## src/common/tpg_pkg.sv

```systemverilog
// Constants and types shared by the test pattern frame timing block.
// Assumes a single core clock of 100 MHz and byte-wide register access.
package tpg_pkg;

  // ----------------------------------------------------------------
  // Timing
  // ----------------------------------------------------------------
  localparam int unsigned CLK_PERIOD_NS = 10;
  localparam int unsigned TICK_NS       = 10;
  // Cycles per line period tick, rounded up, never below one.
  localparam int unsigned CYC_PER_TICK  =
    (TICK_NS + CLK_PERIOD_NS - 1) / CLK_PERIOD_NS;

  // ----------------------------------------------------------------
  // Register offsets
  // ----------------------------------------------------------------
  localparam logic [7:0] OFS_CTRL        = 8'h01;
  localparam logic [7:0] OFS_CFG         = 8'h02;
  localparam logic [7:0] OFS_LINE_LEN_HI = 8'h04;
  localparam logic [7:0] OFS_LINE_LEN_LO = 8'h05;
  localparam logic [7:0] OFS_BAR_WID_HI  = 8'h06;
  localparam logic [7:0] OFS_BAR_WID_LO  = 8'h07;
  localparam logic [7:0] OFS_ACT_HI      = 8'h08;
  localparam logic [7:0] OFS_ACT_LO      = 8'h09;
  localparam logic [7:0] OFS_TOT_HI      = 8'h0A;
  localparam logic [7:0] OFS_TOT_LO      = 8'h0B;
  localparam logic [7:0] OFS_PERIOD_HI   = 8'h0C;
  localparam logic [7:0] OFS_PERIOD_LO   = 8'h0D;
  localparam logic [7:0] OFS_BACK_PORCH  = 8'h0E;
  localparam logic [7:0] OFS_FRONT_PORCH = 8'h0F;
  localparam logic [7:0] OFS_LINE_IDX_HI = 8'h1C;
  localparam logic [7:0] OFS_LINE_IDX_LO = 8'h1D;
  localparam logic [7:0] OFS_STATUS      = 8'h1E;

  // ----------------------------------------------------------------
  // Reset values
  // ----------------------------------------------------------------
  localparam logic [7:0] RST_CTRL        = 8'h00;
  localparam logic [7:0] RST_CFG         = 8'h33;
  localparam logic [7:0] RST_LINE_LEN_HI = 8'h07;
  localparam logic [7:0] RST_LINE_LEN_LO = 8'h80;
  localparam logic [7:0] RST_BAR_WID_HI  = 8'h00;
  localparam logic [7:0] RST_BAR_WID_LO  = 8'hF0;
  localparam logic [7:0] RST_ACT_HI      = 8'h01;
  localparam logic [7:0] RST_ACT_LO      = 8'hE0;
  localparam logic [7:0] RST_TOT_HI      = 8'h02;
  localparam logic [7:0] RST_TOT_LO      = 8'h0D;
  localparam logic [7:0] RST_PERIOD_HI   = 8'h0C;
  localparam logic [7:0] RST_PERIOD_LO   = 8'h67;
  localparam logic [7:0] RST_BACK_PORCH  = 8'h21;
  localparam logic [7:0] RST_FRONT_PORCH = 8'h0A;

  // ----------------------------------------------------------------
  // Field positions
  // ----------------------------------------------------------------
  localparam int unsigned CTRL_ON_BIT   = 0;
  localparam int unsigned CFG_BARS_LSB  = 4;
  localparam int unsigned STAT_RUN_BIT  = 0;
  localparam int unsigned STAT_FRM_BIT  = 1;
  localparam int unsigned STAT_LINE_BIT = 2;

  typedef enum logic [1:0] {
    ST_OFF = 2'b00,
    ST_RUN = 2'b01
  } tpg_state_t;

endpackage

```

## src/common/tpg_cfg_if.sv

```systemverilog
// Interface carrying the programmed line settings to the byte emitter.
// Assumes both ends share core_clk.
interface tpg_cfg_if;
  logic [15:0] line_length_bytes;
  logic [15:0] bar_width_bytes;
  logic [1:0]  bar_count_select;

  modport src (output line_length_bytes, bar_width_bytes,
               bar_count_select);
  modport dst (input line_length_bytes, bar_width_bytes,
               bar_count_select);
endinterface

```

## src/hw/tpg_line.sv

```systemverilog
// Byte emitter for one active line, split into color bars.
// Assumes the transmitter accepts one byte on every cycle.
module tpg_line (
  input  wire logic  core_clk,
  input  wire logic  srst,
  tpg_cfg_if.dst     cfg,
  input  wire logic  line_go,
  output logic       byte_valid,
  output logic [2:0] bar_index,
  output logic       line_first,
  output logic       line_last,
  output logic       line_busy
);

  typedef struct packed {
    logic        busy;
    logic [15:0] len;
    logic [15:0] wid;
    logic [2:0]  bars_m1;
    logic [15:0] cnt;
    logic [15:0] bar_cnt;
    logic [2:0]  bar;
    logic        valid;
    logic [2:0]  bar_out;
    logic        first;
    logic        last;
  } tpg_line_st_t;

  tpg_line_st_t q;
  tpg_line_st_t d;

  // Index of the final bar for codes 00, 01, 10, 11.
  function automatic logic [2:0] last_bar(input logic [1:0] sel);
    last_bar = 3'((4'h1 << sel) - 4'h1);
  endfunction

  always_comb
  begin
    d = q;
    d.valid = 1'b0;
    d.first = 1'b0;
    d.last = 1'b0;
    if (!q.busy)
    begin
      // Settings are frozen for the whole line.
      if (line_go && cfg.line_length_bytes != 16'h0000)
      begin
        d.busy = 1'b1;
        d.len = cfg.line_length_bytes;
        d.wid = cfg.bar_width_bytes;
        d.bars_m1 = last_bar(cfg.bar_count_select);
        d.cnt = 16'h0000;
        d.bar_cnt = 16'h0000;
        d.bar = 3'h0;
      end
    end
    else
    begin
      d.valid = 1'b1;
      d.bar_out = q.bar;
      d.first = (q.cnt == 16'h0000);
      d.last = (q.cnt == q.len - 16'h0001);
      d.cnt = q.cnt + 16'h0001;
      if (d.last)
        d.busy = 1'b0;
      // The final bar never advances and takes the remaining bytes.
      if (q.bar != q.bars_m1 && q.bar_cnt == q.wid - 16'h0001)
      begin
        d.bar = q.bar + 3'h1;
        d.bar_cnt = 16'h0000;
      end
      else
        d.bar_cnt = q.bar_cnt + 16'h0001;
    end
  end

  always_ff @(posedge core_clk)
  begin
    if (srst)
      q <= '0;
    else
      q <= d;
  end

  assign byte_valid = q.valid;
  assign bar_index  = q.bar_out;
  assign line_first = q.first;
  assign line_last  = q.last;
  assign line_busy  = q.busy;

endmodule // tpg_line

```

## src/hw/tpg_tick.sv

```systemverilog
// Line period timer: one pulse per programmed line period.
// Assumes run is a registered level from the frame sequencer.
module tpg_tick (
  input  wire logic        core_clk,
  input  wire logic        srst,
  input  wire logic        run,
  input  wire logic [15:0] period_ticks,
  output logic             line_tick
);

  typedef struct packed {
    logic [23:0] cnt;
    logic        tick;
  } tpg_tick_st_t;

  tpg_tick_st_t q;
  tpg_tick_st_t d;
  logic [23:0]  span;

  always_comb
  begin
    d = q;
    d.tick = 1'b0;
    // A zero period is treated as one tick.
    if (period_ticks == 16'h0000)
      span = 24'(tpg_pkg::CYC_PER_TICK);
    else
      span = 24'(period_ticks * tpg_pkg::CYC_PER_TICK);
    if (!run)
      d.cnt = 24'h000000;
    else if (q.cnt == 24'h000000)
    begin
      d.tick = 1'b1;
      d.cnt = span - 24'h000001;
    end
    else
      d.cnt = q.cnt - 24'h000001;
  end

  always_ff @(posedge core_clk)
  begin
    if (srst)
      q <= '0;
    else
      q <= d;
  end

  assign line_tick = q.tick;

endmodule // tpg_tick

```

## src/hw/tpg_top.sv

```systemverilog
// Frame and line timing core of the test pattern generator.
// Assumes byte-wide register access from the indirect page logic and
// a packet transmitter on core_clk that takes every strobe it is given.
module tpg_top (
  input  wire logic       core_clk,
  input  wire logic       srst,
  input  wire logic       reg_wr,
  input  wire logic       reg_rd,
  input  wire logic [7:0] reg_addr,
  input  wire logic [7:0] reg_wdata,
  output logic      [7:0] reg_rdata,
  output logic            frame_start,
  output logic            frame_end,
  output logic            blank_line,
  output logic            frame_active,
  output logic            byte_valid,
  output logic      [2:0] bar_index,
  output logic            line_first,
  output logic            line_last
);

  // ----------------------------------------------------------------
  // State
  // ----------------------------------------------------------------
  typedef logic [15:1][7:0] tpg_regs_t;

  typedef struct packed {
    tpg_regs_t           regs;
    logic [7:0]          rdata;
    tpg_pkg::tpg_state_t st;
    logic [15:0]         line_idx;
    logic                fs;
    logic                fe;
    logic                blank;
    logic                go;
    logic                in_frame;
  } tpg_top_st_t;

  tpg_top_st_t q;
  tpg_top_st_t d;

  tpg_cfg_if   cfg ();
  logic        line_tick;
  logic        line_busy;
  logic        gen_on;
  logic [15:0] act_lines;
  logic [15:0] tot_lines;
  logic [15:0] period;
  logic [15:0] vbp;
  logic [15:0] vfp;
  logic [15:0] act_first;
  logic [15:0] act_last;
  logic [15:0] fe_idx;
  logic [15:0] next_idx;

  // ----------------------------------------------------------------
  // Register decode
  // ----------------------------------------------------------------
  // True for the byte registers held in the settings array.
  function automatic logic is_setting(input logic [7:0] a);
    is_setting = (a[7:4] == 4'h0) && (a[3:0] != 4'h0) &&
                 (a != 8'h03);
  endfunction

  function automatic tpg_regs_t reg_defaults();
    tpg_regs_t r;
    r = '0;
    r[4'(tpg_pkg::OFS_CTRL)]        = tpg_pkg::RST_CTRL;
    r[4'(tpg_pkg::OFS_CFG)]         = tpg_pkg::RST_CFG;
    r[4'(tpg_pkg::OFS_LINE_LEN_HI)] = tpg_pkg::RST_LINE_LEN_HI;
    r[4'(tpg_pkg::OFS_LINE_LEN_LO)] = tpg_pkg::RST_LINE_LEN_LO;
    r[4'(tpg_pkg::OFS_BAR_WID_HI)]  = tpg_pkg::RST_BAR_WID_HI;
    r[4'(tpg_pkg::OFS_BAR_WID_LO)]  = tpg_pkg::RST_BAR_WID_LO;
    r[4'(tpg_pkg::OFS_ACT_HI)]      = tpg_pkg::RST_ACT_HI;
    r[4'(tpg_pkg::OFS_ACT_LO)]      = tpg_pkg::RST_ACT_LO;
    r[4'(tpg_pkg::OFS_TOT_HI)]      = tpg_pkg::RST_TOT_HI;
    r[4'(tpg_pkg::OFS_TOT_LO)]      = tpg_pkg::RST_TOT_LO;
    r[4'(tpg_pkg::OFS_PERIOD_HI)]   = tpg_pkg::RST_PERIOD_HI;
    r[4'(tpg_pkg::OFS_PERIOD_LO)]   = tpg_pkg::RST_PERIOD_LO;
    r[4'(tpg_pkg::OFS_BACK_PORCH)]  = tpg_pkg::RST_BACK_PORCH;
    r[4'(tpg_pkg::OFS_FRONT_PORCH)] = tpg_pkg::RST_FRONT_PORCH;
    return r;
  endfunction

  // ----------------------------------------------------------------
  // Settings view
  // ----------------------------------------------------------------
  // Each 16-bit value joins the lower offset as its high byte.
  assign gen_on = q.regs[4'(tpg_pkg::OFS_CTRL)][tpg_pkg::CTRL_ON_BIT];
  assign act_lines = {q.regs[4'(tpg_pkg::OFS_ACT_HI)],
                      q.regs[4'(tpg_pkg::OFS_ACT_LO)]};
  assign tot_lines = {q.regs[4'(tpg_pkg::OFS_TOT_HI)],
                      q.regs[4'(tpg_pkg::OFS_TOT_LO)]};
  assign period    = {q.regs[4'(tpg_pkg::OFS_PERIOD_HI)],
                      q.regs[4'(tpg_pkg::OFS_PERIOD_LO)]};
  assign vbp = {8'h00, q.regs[4'(tpg_pkg::OFS_BACK_PORCH)]};
  assign vfp = {8'h00, q.regs[4'(tpg_pkg::OFS_FRONT_PORCH)]};

  assign cfg.line_length_bytes = {q.regs[4'(tpg_pkg::OFS_LINE_LEN_HI)],
                                  q.regs[4'(tpg_pkg::OFS_LINE_LEN_LO)]};
  assign cfg.bar_width_bytes = {q.regs[4'(tpg_pkg::OFS_BAR_WID_HI)],
                                q.regs[4'(tpg_pkg::OFS_BAR_WID_LO)]};
  assign cfg.bar_count_select =
    q.regs[4'(tpg_pkg::OFS_CFG)][tpg_pkg::CFG_BARS_LSB +: 2];

  // ----------------------------------------------------------------
  // Frame layout
  // ----------------------------------------------------------------
  // Line 0 carries frame start, then back porch, video, front porch,
  // the frame end line, and idle blanking up to the total.
  assign act_first = vbp + 16'h0001;
  assign act_last  = vbp + act_lines;
  assign fe_idx    = act_last + vfp + 16'h0001;
  assign next_idx  = q.line_idx + 16'h0001;

  // ----------------------------------------------------------------
  // Next state
  // ----------------------------------------------------------------
  always_comb
  begin
    d = q;
    d.fs = 1'b0;
    d.fe = 1'b0;
    d.blank = 1'b0;
    d.go = 1'b0;

    if (reg_wr && is_setting(reg_addr))
      d.regs[reg_addr[3:0]] = reg_wdata;

    if (reg_rd)
    begin
      if (is_setting(reg_addr))
        d.rdata = q.regs[reg_addr[3:0]];
      else if (reg_addr == tpg_pkg::OFS_LINE_IDX_HI)
        d.rdata = q.line_idx[15:8];
      else if (reg_addr == tpg_pkg::OFS_LINE_IDX_LO)
        d.rdata = q.line_idx[7:0];
      else if (reg_addr == tpg_pkg::OFS_STATUS)
      begin
        d.rdata = 8'h00;
        d.rdata[tpg_pkg::STAT_RUN_BIT] = (q.st == tpg_pkg::ST_RUN);
        d.rdata[tpg_pkg::STAT_FRM_BIT] = q.in_frame;
        d.rdata[tpg_pkg::STAT_LINE_BIT] = line_busy;
      end
      else
        d.rdata = 8'h00;
    end

    case (q.st)
      tpg_pkg::ST_OFF:
      begin
        d.line_idx = 16'h0000;
        d.in_frame = 1'b0;
        if (gen_on)
          d.st = tpg_pkg::ST_RUN;
      end
      tpg_pkg::ST_RUN:
      begin
        if (!gen_on)
        begin
          d.st = tpg_pkg::ST_OFF;
          d.line_idx = 16'h0000;
          d.in_frame = 1'b0;
        end
        else if (line_tick)
        begin
          if (q.line_idx == 16'h0000)
          begin
            d.fs = 1'b1;
            d.in_frame = 1'b1;
          end
          else if (q.line_idx >= act_first &&
                   q.line_idx <= act_last)
            d.go = 1'b1;
          else if (q.line_idx == fe_idx)
          begin
            d.fe = 1'b1;
            d.in_frame = 1'b0;
          end
          else
            d.blank = 1'b1;
          // Wrap once the programmed total has elapsed.
          if (next_idx >= tot_lines || next_idx == 16'h0000)
            d.line_idx = 16'h0000;
          else
            d.line_idx = next_idx;
        end
      end
      default:
      begin
        d.st = tpg_pkg::ST_OFF;
        d.line_idx = 16'h0000;
        d.in_frame = 1'b0;
      end
    endcase
  end

  always_ff @(posedge core_clk)
  begin
    if (srst)
    begin
      q <= '0;
      q.regs <= reg_defaults();
      q.st <= tpg_pkg::ST_OFF;
    end
    else
      q <= d;
  end

  // ----------------------------------------------------------------
  // Line timer and byte emitter
  // ----------------------------------------------------------------
  tpg_tick u_tick (
    .core_clk     (core_clk),
    .srst         (srst),
    .run          (q.st == tpg_pkg::ST_RUN),
    .period_ticks (period),
    .line_tick    (line_tick)
  );

  tpg_line u_line (
    .core_clk   (core_clk),
    .srst       (srst),
    .cfg        (cfg.dst),
    .line_go    (q.go),
    .byte_valid (byte_valid),
    .bar_index  (bar_index),
    .line_first (line_first),
    .line_last  (line_last),
    .line_busy  (line_busy)
  );

  assign reg_rdata    = q.rdata;
  assign frame_start  = q.fs;
  assign frame_end    = q.fe;
  assign blank_line   = q.blank;
  assign frame_active = q.in_frame;

endmodule // tpg_top

```

## config.mk

```make
export PLATFORM = sky130hd
export DESIGN_NAME = tpg_top
export DESIGN_NICKNAME = d
export VERILOG_FILES = /design/src/common/tpg_pkg.sv /design/src/common/tpg_cfg_if.sv /design/src/hw/tpg_line.sv /design/src/hw/tpg_tick.sv /design/src/hw/tpg_top.sv
export SDC_FILE = /design/constraint.sdc
export NUM_CORES = 1
export LEC_CHECK = 0
export BUFFER_PORTS_ARGS = -buffer_cell sky130_fd_sc_hd__buf_2
export CAP_MARGIN = 0
export CORE_MARGIN = 10
export CORE_UTILIZATION = 45
export DETAILED_ROUTE_END_ITERATION = 10
export GPL_ROUTABILITY_DRIVEN = 0
export PLACE_DENSITY = 0.73
export REMOVE_ABC_BUFFERS = 1
export SKIP_LAST_GASP = 1
export SYNTH_ARGS = -nofsm -noshare
export SYNTH_HDL_FRONTEND = slang
export SYNTH_SLANG_ARGS = --single-unit
export TNS_END_PERCENT = 10
```

## constraint.sdc

```tcl
create_clock -name core_clk -period 5.57 [get_ports core_clk]
set_input_delay 1.3925 -clock core_clk [delete_from_list [all_inputs] [get_ports core_clk]]
set_output_delay 1.3925 -clock core_clk [all_outputs]
set_load 0.02 [all_outputs]
```

# == Word-level counts from Yosys, hierarchy flattened ==
# Cells that the tools add are included.
# totals
elab_cells,136
output_inout_bits,18
reg_bits,253
input_bits,20
# classes
n_reduce_logical,29
eq_ne,14
add_sub_neg,13
bitwise,4
shift,1
n_mux,34
order_cmp,5
# ops
operator,count
bitwise mux 120 bit,1
2-to-1 mux 71 bit,1
"adder 16 x 1 -> 16 bit, second input constant",4
logical NOT 16 bit,4
2-to-1 mux 16 bit,4
== test 16 bit,3
2-to-1 mux 8 bit,5
one-hot mux 18 bit (2 select lines),1
2-to-1 mux 35 bit,1
binary-select mux 8 bit (select 4 bit),1
demux 8 bit (select 4 bit),1
"subtractor 16 x 1 -> 16 bit, second input constant",2
"== test 8 x 5 -> 1 bit, second input constant",3
logical NOT 24 bit,1
2-to-1 mux 24 bit,1
"subtractor 24 x 1 -> 24 bit, second input constant",1
2-to-1 mux 21 bit,1
"subtractor 16 x 1 -> 17 bit, second input constant",1
adder 16 x 8 -> 16 bit,1
adder 8 x 16 -> 16 bit,1
>= comparator 16 bit,1
>= comparator 16 x 9 -> 1 bit,1
<= comparator 16 bit,1
nonzero test 16 bit,1
other kinds (29),58

# == Depth between registers and ports, before layout ==
# Gate-level depths: netlist of the first run.
# logic_depth
word_depth,10
mapped_depth,19
mapped_depth_nobuf,18

# == Modules after synthesis ==
# Synthesis of the first run repeated with hierarchy kept, for this count alone.
# hier_totals
hier_cells,1823
hier_area_um2,15708.8
# modules_own_cells
module,cells_each,seq_area_each_um2,instances,area_each_um2
tpg_top,1031,3002.9,1,9500.4
tpg_line,559,1541.5,1,4386.7
tpg_tick,233,500.5,1,1821.7

# == Worst setup path after synthesis of the first run ==
# No wires, ideal clock.
# synth_path
kind,flip-flop to flip-flop
start,reg q[135] (netlist name)
end,reg q (netlist bit frame_active)
synth_period_minus_slack_ns,4.035
setup_slack_ns,1.535
t_required_ns,5.445
arrival_ns,3.910
n_path_buf,1
stages_incl_launch_ff,20
setup_ns,0.125
cell_sequence,dfxtp_1 -> ha_1 -> inv_1 -> fa_1 -> nand2b_1 -> a21o_1 -> nor2b_1 -> xnor2_1 -> ha_1 -> or2_2 -> o311a_1 -> a21oi_1 -> clkbuf_1 -> inv_1 -> a41oi_1 -> nor2b_1 -> a2bb2oi_1 -> mux2_4 -> nor4b_1 -> a21oi_1
# synth_between
elab_chain_cells,6
elab_cells_between_ends,11
classes_between,4 x add/sub; 2 x order compare; 2 x eq/ne; 3 x reduce/logical
# synth_lines
item,line,text
"start, declared",tpg_top.sv:39,tpg_top_st_t q;
adder 8 x 16 -> 16 bit,tpg_top.sv:112,assign act_last = vbp + act_lines;
adder 16 x 8 -> 16 bit,tpg_top.sv:113,assign fe_idx = act_last + vfp + 16'h0001;
adder 16 x 1 -> 16 bit,tpg_top.sv:113,
== test 16 bit,tpg_top.sv:175,else if (q.line_idx == fe_idx)
nonzero test 2 bit (no line),--,
AND reduction 3 bit (no line) (*),--,
# Every way passes the cells marked *; elsewhere a longest branch is shown, timed or not.
# A chain may end at the register's enable or synchronous reset.

# == Final worst setup path of the first run ==
# layout_path
start,reg q[139] (netlist name)
end,reg q (netlist bit frame_end)
# layout_between
elab_chain_cells,5
elab_cells_between_ends,10
classes_between,4 x add/sub; 2 x order compare; 1 x eq/ne; 1 x mux; 2 x reduce/logical
# layout_lines
item,line
adder 8 x 16 -> 16 bit,tpg_top.sv:112
adder 16 x 8 -> 16 bit,tpg_top.sv:113
adder 16 x 1 -> 16 bit,tpg_top.sv:113
== test 16 bit,tpg_top.sv:175
2-to-1 mux 1 bit,tpg_top.sv:175
# Parallel ways exist; a longest one is shown, timed or not.

==> results of run 1 <==
[sequential cells by signal, summed over array words and instances, names as in the netlist, 3 cells and up]
name                   cells
q                         71
u_line.bar_index           3
u_tick.q                  24
cfg.bar_width_bytes       16
period                    16
act_lines                 16
u_line.q                  70
reg_rdata                  8
cfg.line_length_bytes     16
[power groups by stage]
| stage | sequential, uW | clock [uW] | combinational (uW) |
|---|---|---|---|
| after detailed placement | 1880 | 0 | 363 |
| after global placement | 1880 | 0 | 355 |
| after global routing | 1840 | 2000 | 412 |
| after floorplan | 1870 | 0 | 231 |
| after CTS | 1840 | 1920 | 365 |
| final | 1840 | 1890 | 368 |
[worst paths after layout]
kind	startpoint	to	slack, ns	cells past startpoint
worst min-delay path	u_tick.q[24]$_SDFF_PP0_	u_tick.q[24]$_SDFF_PP0_	0.44	2
worst min register to register	u_tick.q[24]$_SDFF_PP0_	u_tick.q[24]$_SDFF_PP0_	0.44	2
worst max register to register	q[139]$_SDFFE_PP0P_	frame_end$_SDFF_PP0_	1.12	17
worst max-delay path	q[139]$_SDFFE_PP0P_	frame_end$_SDFF_PP0_	1.12	17
[worst max-delay path: stages (launching register included)]
cell and delay (ns):
dfxtp_1 0.46, ha_1 0.35, and2_4 0.20, a221oi_4 0.42, nand2_1 0.13, a21o_1 0.20, a21o_1 0.18, xor2_1 0.16
ha_1 0.23, a2111oi_0 0.51, a21oi_1 0.28, a211o_1 0.34, a31oi_1 0.20, xnor2_1 0.09, nor2_1 0.11, nand4b_1 0.17
nor3_2 0.16, and4_1 0.21
[kinds of logic (layout without fill, tap and decap cells)]
logic type                 Yosys count  after routing
DFF                                252            252
and+or+nand+nor                    725            725
xor gates and xnor gates           117            117
muxes                               89             89
buffers and inverters              190            167
AOI/OAI and AO/OA                  377            377
adders and majority gates           70             70
[synthesized netlist by cell type, types with 19 or more instances]
master	n
a21oi_1	150
xor2_1	40
nor2_1	182
nand2_1	206
a211oi_1	22
and3_1	26
dfxtp_1	252
a21o_1	21
mux4_2	32
ha_1	68
mux2i_1	40
inv_1	66
nand3_1	102
a31oi_1	20
nor2b_1	29
xnor2_1	74
nor4_1	19
nand2b_1	19
nor3_1	38
clkbuf_1	87
o21ai_0	48
a22oi_1	20
a211o_1	27
[through the flow]
| stage | hold WS [ns] | cells | power, uW |
|---|---|---|---|
| floorplan | 0.409 | 1696 | 2100 |
| detailed placement | 0.432 | 2189 | 2240 |
| global route | 0.482 | 2239 | 4260 |
| CTS | 0.443 | 2239 | 4130 |
| global placement | 0.429 | 2189 | 2230 |
| finish | 0.438 | 2239 | 4100 |
[cell usage in the layout, fill, tap and decap left out, types with 29 or more instances in the layout]
cell,count
dfxtp_1,252
nand2_1,206
nor2_1,181
a21oi_1,150
nand3_1,102
xnor2_1,74
ha_1,68
inv_1,66
o21ai_0,48
xor2_1,40
mux2i_1,40
nor3_1,38
buf_2,36
mux4_2,32
clkbuf_16,29
[area by class of cell]
cell class	instances	area [um^2]	share of cell area, %
clock buffer	38	800	4.88
clock inverter	12	144	0.879
inverter	66	248	1.51
multi-input combinational	1378	9290	56.7
sequential	252	5040	30.8
tap	442	553	3.38
timing repair buffer	51	297	1.81
[routing by layer]
metal / wire, um / up-vias / part of all wire [%]
li1: - / 6406 / -
met1: 17900 / 6416 / 43
met2: 19000 / 509 / 46
met3: 3260 / 112 / 7.8
met4: 1430 / 0 / 3.4
met5: 0 / - / 0
==> reports/qor.csv, run 1 <==
stage;metric;value;unit
die;die_h;203;um
setup_path;crit_arrival;4.94;ns
power_and_ir_drop;pwr-share-seq;44.9;%
grt;grt_pass1_wl;67.2;mm
synthesis;yosys.area.top_type;dfxtp_1;
grt;grt_max_degree;96;
sta;drv_slew;0;
detailed_routing;detail_route.vias_per_cell;6.00;
setup_path;critPathMaxFanout;8;
cells_and_area;drive_above_1_share;9.85;%
detailed_routing;drt_iter0_drc;1395;
sta;hold_viol;0;
clocking;cts_hold_buf;0;
power_and_ir_drop;p_sw;1030;uW
synthesis;synth_top_area_share;33.4;%
grt;grt_pass1_vias;12500;
synthesis;synth_compound_area_share;16.4;%
power_and_ir_drop;vdd_drop_max;0.325;mV
synthesis;synthAdderAreaFrac;5.90;%
place;post-dp-hpwl;29.7;mm
clocking;cts_buffers;28;
synthesis;synth_cell_types;80;
setup_path;startpoint_type;flop;
cells_and_area;finish.instance_area;16400;um^2
synthesis;yosys.area_share.xor_xnor;7.03;%
die;core;32800;um^2
clocking;clockBufferDepth;3;
cells_and_area;layout.nets;1867;
power_and_ir_drop;power_frac_clock;46.1;%
detailed_routing;post_drt_wl_per_cell;18.6;um
synthesis;synth_simple_gate_area_share;23.4;%
synthesis;synthCells;1820;
sta;maxSlewHeadroom;33.2;%
clocking;tritoncts;done;
clocking;htree_num_levels;1;
sta;finalCriticalPeriod;4.45;ns
power_and_ir_drop;intPower;3070;uW
synthesis;async_flop_share;0;%
grt;met2_usage;31.5;%
setup_path;cp_data_required_time;6.06;ns
sta;tns;0;ns
cells_and_area;fillers;3077;
grt;gr-total-overflow;0;
detailed_routing;totalWireLength;41.6;mm
setup_path;critPathKind;flop to flop;
clocking;root_buffer;clkbuf_16;
clocking;post_cts_buffers;0;
die;die_area;41300;um^2
grt;grt_busiest_layer;met2;
sta;finalWorstSetupSlack;1.12;ns
synthesis;synth_edf_count;0;
sta;worst_pin_slew;1.00;ns
synthesis;muxShareOfSynthArea;8.75;%
grt;use_met1;25.6;%
place;portBuffers;37;
synthesis;post_synth_main_area_contributors;dfxtp_1 33%, ha_1 5.6%, nand2_1 5.1%;
die;initial_utilization;46.0;%
cells_and_area;area_growth;8.49;%
synthesis;ys_ff_latch;252;
power_and_ir_drop;p_per_area;251;nW/um^2
synthesis;avgSynthCellArea;8.29;um^2
synthesis;synthFlopType;dfxtp_1;
detailed_routing;drc_errors;0;
grt;grt_util_all_layers;19.5;%
power_and_ir_drop;sw_frac_of_total;25.1;%
synthesis;ys_seq_area_share;33.4;%
clocking;clock_sinks;252;
sta;fmax;225;MHz
place;preCtsSetupSlack;1.22;ns
sta;post-route-period-util;79.9;%
grt;antenna_found_initial;0;
clocking;ctsResizeCount;0;
die;row_count;66;
synthesis;synth_warnings;0;
run;drv_cap;0;
place;placed_area;15400;um^2
worst_hold_path;hold_path.class;flop to flop;
detailed_routing;antenna_left;0;
power_and_ir_drop;p_comb_share;9.0;%
sta;rsz0062_at_grt;no;
setup_path;end_kind;flop;
cells_and_area;final_core_util;49.9;%
synthesis;synth_top_family_by_area;simple AND/OR/NAND/NOR gates;
sta;skew;0.0283;ns
synthesis;syn_area;15100;um^2
power_and_ir_drop;power.leakage;0.00650;uW
die;ios;38;
clocking;path_clk_slew;0.06;ns
sta;setup_violations;0;
detailed_routing;dr.pass1.iters;6;
cells_and_area;diodes;0;
die;fp.dieW;203;um
detailed_routing;vias;13400;
run_status;status;finished clean;
grt;grt_use_met3;3.23;%
clocking;clkLatencyLatePin;0.55;ns
(Power assumes the default switching activity.)
==> run 2: changes to the inputs <==
==> constraint.sdc (replaced) <==
create_clock -name core_clk -period 4.2 [get_ports core_clk]
set_input_delay 1.05 -clock core_clk [delete_from_list [all_inputs] [get_ports core_clk]]
set_output_delay 1.05 -clock core_clk [all_outputs]
set_load 0.02 [all_outputs]
==> run 2 against run 1 <==
Effect of this change: final cell count grew 1.4%; clock power up 43%; core utilization is 1.2 points higher; routed wire length rose by 1.8%; worst hold slack improved by 0.0045 ns; non-clock buffer count is 32 higher; final area increased by 2.5%; via count increased by 1.2%; fmax up 8.6%; worst setup slack got worse by 1.0 ns; sequential share of layout area decreased by 0.74 points; critical endpoint is now frame_active$_SDFFE_PP0P_.
==> reports/qor.csv, run 2 (synthesis results as in run 1) <==
stage;metric;value;unit;change
grt;grt_max_degree;131;;+36%
setup_path;end_kind;flop;;
detailed_routing;detail_route.vias_per_cell;5.99;;-0.19%
die;initial_utilization;46.0;%;unchanged
detailed_routing;wl_met2;19.5;mm;+2.8%
detailed_routing;vias;13600;;+1.2%
cells_and_area;diodes;0;;unchanged
die;ios;38;;unchanged
power_and_ir_drop;vdd_drop_max;0.288;mV;-12%
power_and_ir_drop;p_per_area;337;nW/um^2;+34%
cells_and_area;fillers;3011;;-2.1%
sta;finalCriticalPeriod;4.10;ns;-0.351 ns
cells_and_area;largest_reg_flops;71;;unchanged
detailed_routing;met1_length;17.8;mm;-0.89%
sta;post-route-period-util;97.6;%;+18 points
place;placed_area;15700;um^2;+1.5%
die;core;32800;um^2;unchanged
place;post-dp-hpwl;30.1;mm;+1.6%
cells_and_area;drive_above_1_share;12.0;%;+2.2 points
detailed_routing;route.met3.wl;3.66;mm;+12%
power_and_ir_drop;intPower;4270;uW;+39%
clocking;clock_sinks;252;;unchanged
sta;skew;0.0317;ns;+0.00340 ns
power_and_ir_drop;power.total;5650;uW;+38%
clocking;root_buffer;clkbuf_16;;
clocking;htree_num_levels;1;;unchanged
run_status;status;finished clean;;
place;portBuffers;37;;unchanged
cells_and_area;final_cell_mix;252 x dfxtp_1, 206 x nand2_1, 181 x nor2_1, 146 x a21oi_1, 102 x nand3_1;;
cells_and_area;largestRegisters;q x71, u_line.q x70, u_tick.q x24;;
setup_path;crit_arrival;4.54;ns;-0.40 ns
sta;hold_viol;0;;unchanged
detailed_routing;drt_iter0_drc;1602;;+15%
detailed_routing;top_layer;met4;;
clocking;clockBufferDepth;3;;unchanged
setup_path;cp_data_required_time;4.64;ns;-1.42 ns
detailed_routing;dr.pass1.iters;6;;unchanged
power_and_ir_drop;power.leakage;0.00670;uW;+3.1%
clocking;path_clk_slew;0.06;ns;about the same
grt;grt_util_all_layers;19.8;%;+0.29 points
die;row_count;66;;unchanged
setup_path;startpoint_type;flop;;
grt;grt_pass1_vias;12700;;+1.6%
sta;setup_violations;0;;unchanged
cells_and_area;final_core_util;51.2;%;+1.2 points
detailed_routing;totalWireLength;42.4;mm;+1.8%
clocking;clkLatencyLatePin;0.56;ns;about the same
detailed_routing;antenna_left;0;;unchanged
clocking;cts_buffers;28;;unchanged
power_and_ir_drop;power_frac_clock;47.7;%;+1.6 points
cells_and_area;layout.nets;1899;;+1.7%
power_and_ir_drop;p_sw;1380;uW;+34%
die;die_h;203;um;unchanged
grt;grt_pass1_wl;68.0;mm;+1.3%
cells_and_area;top_register;q;;
run;drv_cap;0;;unchanged
power_and_ir_drop;pwr-share-seq;43.2;%;-1.7 points
detailed_routing;drc_errors;0;;unchanged
sta;drv_slew;0;;unchanged
sta;fmax;244;MHz;+8.6%
grt;antenna_found_initial;0;;unchanged
sta;maxSlewHeadroom;29.8;%;-3.4 points
setup_path;critPathMaxFanout;9;;+1
power_and_ir_drop;p_comb_share;9.1;%;about the same
detailed_routing;post_drt_wl_per_cell;18.7;um;+0.37%
sta;worst_pin_slew;1.04;ns;+0.0413 ns
cells_and_area;area_growth;11.2;%;
die;die_area;41300;um^2;unchanged
grt;gr-total-overflow;0;;unchanged
cells_and_area;finish.instance_area;16800;um^2;+2.5%
clocking;cts_hold_buf;0;;unchanged
die;fp.dieW;203;um;unchanged
worst_hold_path;hold_path.class;flop to flop;;
clocking;tritoncts;done;;
power_and_ir_drop;sw_frac_of_total;24.5;%;-0.60 points
setup_path;critPathKind;flop to flop;;
cells_and_area;final_common_cell;dfxtp_1;;
## run 2: cell types whose count changed in the layout (fill, tap and decap cells not counted), moves of 2 or more
cell	delta
a21oi_1	-4
a21oi_2	+4
buf_12	+2
buf_4	+29
bufinv_16	+2
clkbuf_8	+3
clkinv_2	-5
ha_1	-3
ha_2	+3
## run 2: area by class of cell
type	count	area [um^2]	area share, %
multi-input cells	1378	9340	55.7
flip-flops and latches	252	5040	30.1
clock buffers	40	837	4.99
repair buffers	83	566	3.37
well taps	442	553	3.30
inverters	66	248	1.48
clock inverters	9	183	1.09
## run 2: critical path: stages (launching register included)
cell and delay, ns:
dfxtp_1 0.35, ha_2 0.20, inv_1 0.05, fa_2 0.35, nand2b_1 0.18, a21o_1 0.18, nor2b_1 0.14, xnor2_1 0.24
ha_1 0.31, or2_4 0.26, o311a_1 0.14, a21oi_2 0.22, buf_4 0.15, buf_6 0.13, nor3_2 0.05, o21ai_1 0.12
mux2_4 0.31, mux2_4 0.26, nor4b_1 0.23, a21oi_1 0.10
## run 2: per-layer routing
metal / track usage, % / vias to the layer above
met5: 0 / -
met4: 6.95 / 0
met3: 3.17 / 102
met2: 32.5 / 562
met1: 25.9 / 6480
li1: - / 6459
## run 2: path summary, 6_finish.rpt
check                                  from                         to  slack (ns)  cells past startpoint
setup / recovery  act_lines[0]$_SDFFE_PP0P_  frame_active$_SDFFE_PP0P_        0.10                     19
hold / removal      u_tick.q[24]$_SDFF_PP0_    u_tick.q[24]$_SDFF_PP0_        0.44                      2
setup reg to reg  act_lines[0]$_SDFFE_PP0P_  frame_active$_SDFFE_PP0P_        0.10                     19
hold reg to reg     u_tick.q[24]$_SDFF_PP0_    u_tick.q[24]$_SDFF_PP0_        0.44                      2
## run 2: through the flow
stage / setup TNS, ns / hold WS (ns) / std cells / worst slack, ns
3_3_place_gp: 0 / 0.426 / 2217 / 0.102
4_1_cts: 0 / 0.440 / 2266 / 0.00525
2_1_floorplan: -0.00380 / 0.409 / 1696 / -0.00380
6_report: 0 / 0.442 / 2270 / 0.103
5_1_grt: -0.0525 / 0.473 / 2270 / -0.0347
3_5_place_dp: -0.0257 / 0.429 / 2217 / -0.0257
## run 2: power by group through the flow
stage               Clock, uW  Combinational, uW  Sequential (uW)
floorplan                   0                306             2480
global placement            0                487             2490
detailed placement          0                502             2490
CTS                      2740                506             2440
global route             2840                569             2440
finish                   2700                514             2440
## run 2: repair_timing
action,4_1_cts,5_1_grt
endpoints found under the setup margin,1,3
pin swaps,0,9
setup buffers,0,4
resized for setup,1,14
==> run 3: changes to the inputs <==
--- a/config.mk
+++ b/config.mk
@@ -11,7 +11,7 @@
 export CORE_UTILIZATION = 45
 export DETAILED_ROUTE_END_ITERATION = 10
 export GPL_ROUTABILITY_DRIVEN = 0
-export PLACE_DENSITY = 0.73
+export PLACE_DENSITY = 0.69
 export REMOVE_ABC_BUFFERS = 1
 export SKIP_LAST_GASP = 1
 export SYNTH_ARGS = -nofsm -noshare
==> run 3 against run 2 <==
Effect of this change: sequential power hardly changed; clock power shrank 7.4%; critical path depth fell by 1; critical path type unchanged.
==> reports/qor.csv, run 3 (synthesis results as in run 1) <==
stage;metric;value;unit;change
sta;fmax;245;MHz;+0.49%
cells_and_area;area_growth;10.4;%;
detailed_routing;drt_iter0_drc;1224;;-24%
grt;grt_util_all_layers;19.9;%;+0.13 points
place;portBuffers;37;;unchanged
setup_path;cp_data_required_time;4.68;ns;+0.04 ns
run;drv_cap;0;;unchanged
place;placed_cells_incl_taps;2214;;-0.14%
run_status;status;finished clean;;
sta;skew;0.0126;ns;-0.0191 ns
setup_path;critPathKind;flop to flop;;
grt;grt_pass1_wl;68.3;mm;+0.35%
grt;grt_max_degree;84;;-36%
detailed_routing;totalWireLength;42.9;mm;+1.2%
clocking;clock_sinks;252;;unchanged
cells_and_area;diodes;0;;unchanged
cells_and_area;largestRegisters;q x71, u_line.q x70, u_tick.q x24;;
sta;maxSlewHeadroom;33.8;%;+4.0 points
detailed_routing;drc_errors;0;;unchanged
power_and_ir_drop;vdd_drop_max;0.284;mV;-1.2%
die;ios;38;;unchanged
clocking;root_buffer;clkbuf_16;;
clocking;tritoncts;done;;
die;fp.dieW;203;um;unchanged
die;row_count;66;;unchanged
clocking;cts_hold_buf;0;;unchanged
clocking;path_clk_slew;0.06;ns;about the same
die;die_area;41300;um^2;unchanged
setup_path;rrSetupSlack;0.12;ns;+0.02 ns
sta;drv_slew;0;;unchanged
setup_path;critPathMaxFanout;9;;unchanged
die;initial_utilization;46.0;%;unchanged
detailed_routing;detail_route.vias_per_cell;5.93;;-0.96%
cells_and_area;seq_area;5040;um^2;unchanged
place;post-dp-hpwl;30.7;mm;+1.8%
clocking;clkLatencyLatePin;0.54;ns;-0.02 ns
detailed_routing;antenna_left;0;;unchanged
detailed_routing;post_drt_wl_per_cell;18.9;um;+1.3%
die;core;32800;um^2;unchanged
detailed_routing;vias;13500;;-1.1%
power_and_ir_drop;power.leakage;0.00665;uW;-0.79%
cells_and_area;multi_input_area;9360;um^2;+0.17%
die;die_h;203;um;unchanged
cells_and_area;largest_reg_flops;71;;unchanged
setup_path;startpoint;act_lines[0]$_SDFFE_PP0P_;;
cells_and_area;fin_cells;2267;;-0.13%
setup_path;startpoint_type;flop;;
grt;gr-total-overflow;0;;unchanged
cells_and_area;top_register;q;;
setup_path;r2r-start;act_lines[0]$_SDFFE_PP0P_;;
cells_and_area;final_core_util;50.8;%;-0.35 points
cells_and_area;final_common_cell;dfxtp_1;;
detailed_routing;dr.pass1.iters;5;;-1
clocking;clockBufferDepth;3;;unchanged
cells_and_area;layout.nets;1897;;-0.11%
grt;antenna_found_initial;0;;unchanged
worst_hold_path;hold_path.class;flop to flop;;
cells_and_area;drive_above_1_share;12.0;%;-0.035 points
power_and_ir_drop;p_per_area;327;nW/um^2;-2.9%
sta;worst_pin_slew;0.993;ns;-0.0497 ns
cells_and_area;fillers;3087;;+2.5%
sta;post-route-period-util;97.1;%;-0.48 points
setup_path;crit_arrival;4.56;ns;+0.02 ns
sta;hold_viol;0;;unchanged
setup_path;end_kind;flop;;
sta;setup_violations;0;;unchanged
sta;finalCriticalPeriod;4.08;ns;-0.0201 ns
clocking;htree_num_levels;1;;unchanged
grt;grt_pass1_vias;12600;;-1.1%
cells_and_area;final_cell_mix;252 x dfxtp_1, 206 x nand2_1, 181 x nor2_1, 146 x a21oi_1, 102 x nand3_1;;
clocking;cts_buffers;29;;+3.6%
worst_hold_path;worstHoldStart;u_tick.q[24]$_SDFF_PP0_;;
## run 3: worst max-delay path: stages, from the launching register on
cell and delay, ns:
dfxtp_1 0.34, ha_2 0.21, inv_1 0.06, fa_2 0.36
nand2b_1 0.18, a21o_1 0.20, nor2b_1 0.15, xnor2_1 0.23
ha_1 0.31, or2_4 0.27, o311a_1 0.14, a21oi_2 0.21
buf_4 0.21, xor2_1 0.09, o41a_1 0.34, nor2_1 0.09
nand4b_1 0.19, nor3_2 0.24, and4_1 0.20
## run 3: through the flow
stage / total power [uW] / setup slack, ns / TNS (ns) / area [um^2] / hold WS (ns)
3_5_place_dp: 2990 / -0.0398 / -0.0398 / 15600 / 0.432
2_1_floorplan: 2790 / -0.00380 / -0.00380 / 14600 / 0.409
4_1_cts: 5470 / -0.0243 / -0.0243 / 16600 / 0.443
3_3_place_gp: 2980 / 0.0418 / 0 / 15600 / 0.430
6_report: 5450 / 0.123 / 0 / 16700 / 0.444
5_1_grt: 5620 / -0.0300 / -0.0300 / 16700 / 0.474
## run 3: power breakdown
part	total [uW]	internal, uW	switching [uW]	leakage [uW]
registers	2440	2410	30.1	0.00203
clock network	2500	1500	1000	0.000468
logic	509	169	340	0.00415
## run 3: layer usage
| layer | wire, um | up-vias | global-route usage [%] | share of wire (%) |
|---|---|---|---|---|
| li1 | - | 6432 | - | - |
| met1 | 18700 | 6429 | 26.6 | 44 |
| met2 | 19900 | 502 | 32.8 | 46 |
| met3 | 2960 | 91 | 2.42 | 6.9 |
| met4 | 1310 | 0 | 6.63 | 3.1 |
| met5 | 0 | - | 0 | 0 |
## run 3: path summary, 6_finish.rpt
kind,endpoint,cells past startpoint
max,frame_end$_SDFF_PP0_,18
max reg2reg,frame_end$_SDFF_PP0_,18
min reg2reg,u_tick.q[24]$_SDFF_PP0_,2
min,u_tick.q[24]$_SDFF_PP0_,2
## run 3: layout make-up
cell class | count | share of cell area, %
Sequential cell | 252 | 30.3
Inverter | 66 | 1.49
Multi-Input combinational cell | 1378 | 56.2
Timing Repair Buffer | 80 | 3.09
Tap cell | 442 | 3.32
Clock inverter | 10 | 0.638
Clock buffer | 39 | 5.00
## run 3: timing repair
action	4_1_cts	5_1_grt
setup buffers	0	4
pin swaps	0	10
gates cloned	0	0
setup endpoints to repair	3	3
gates resized for setup	2	14
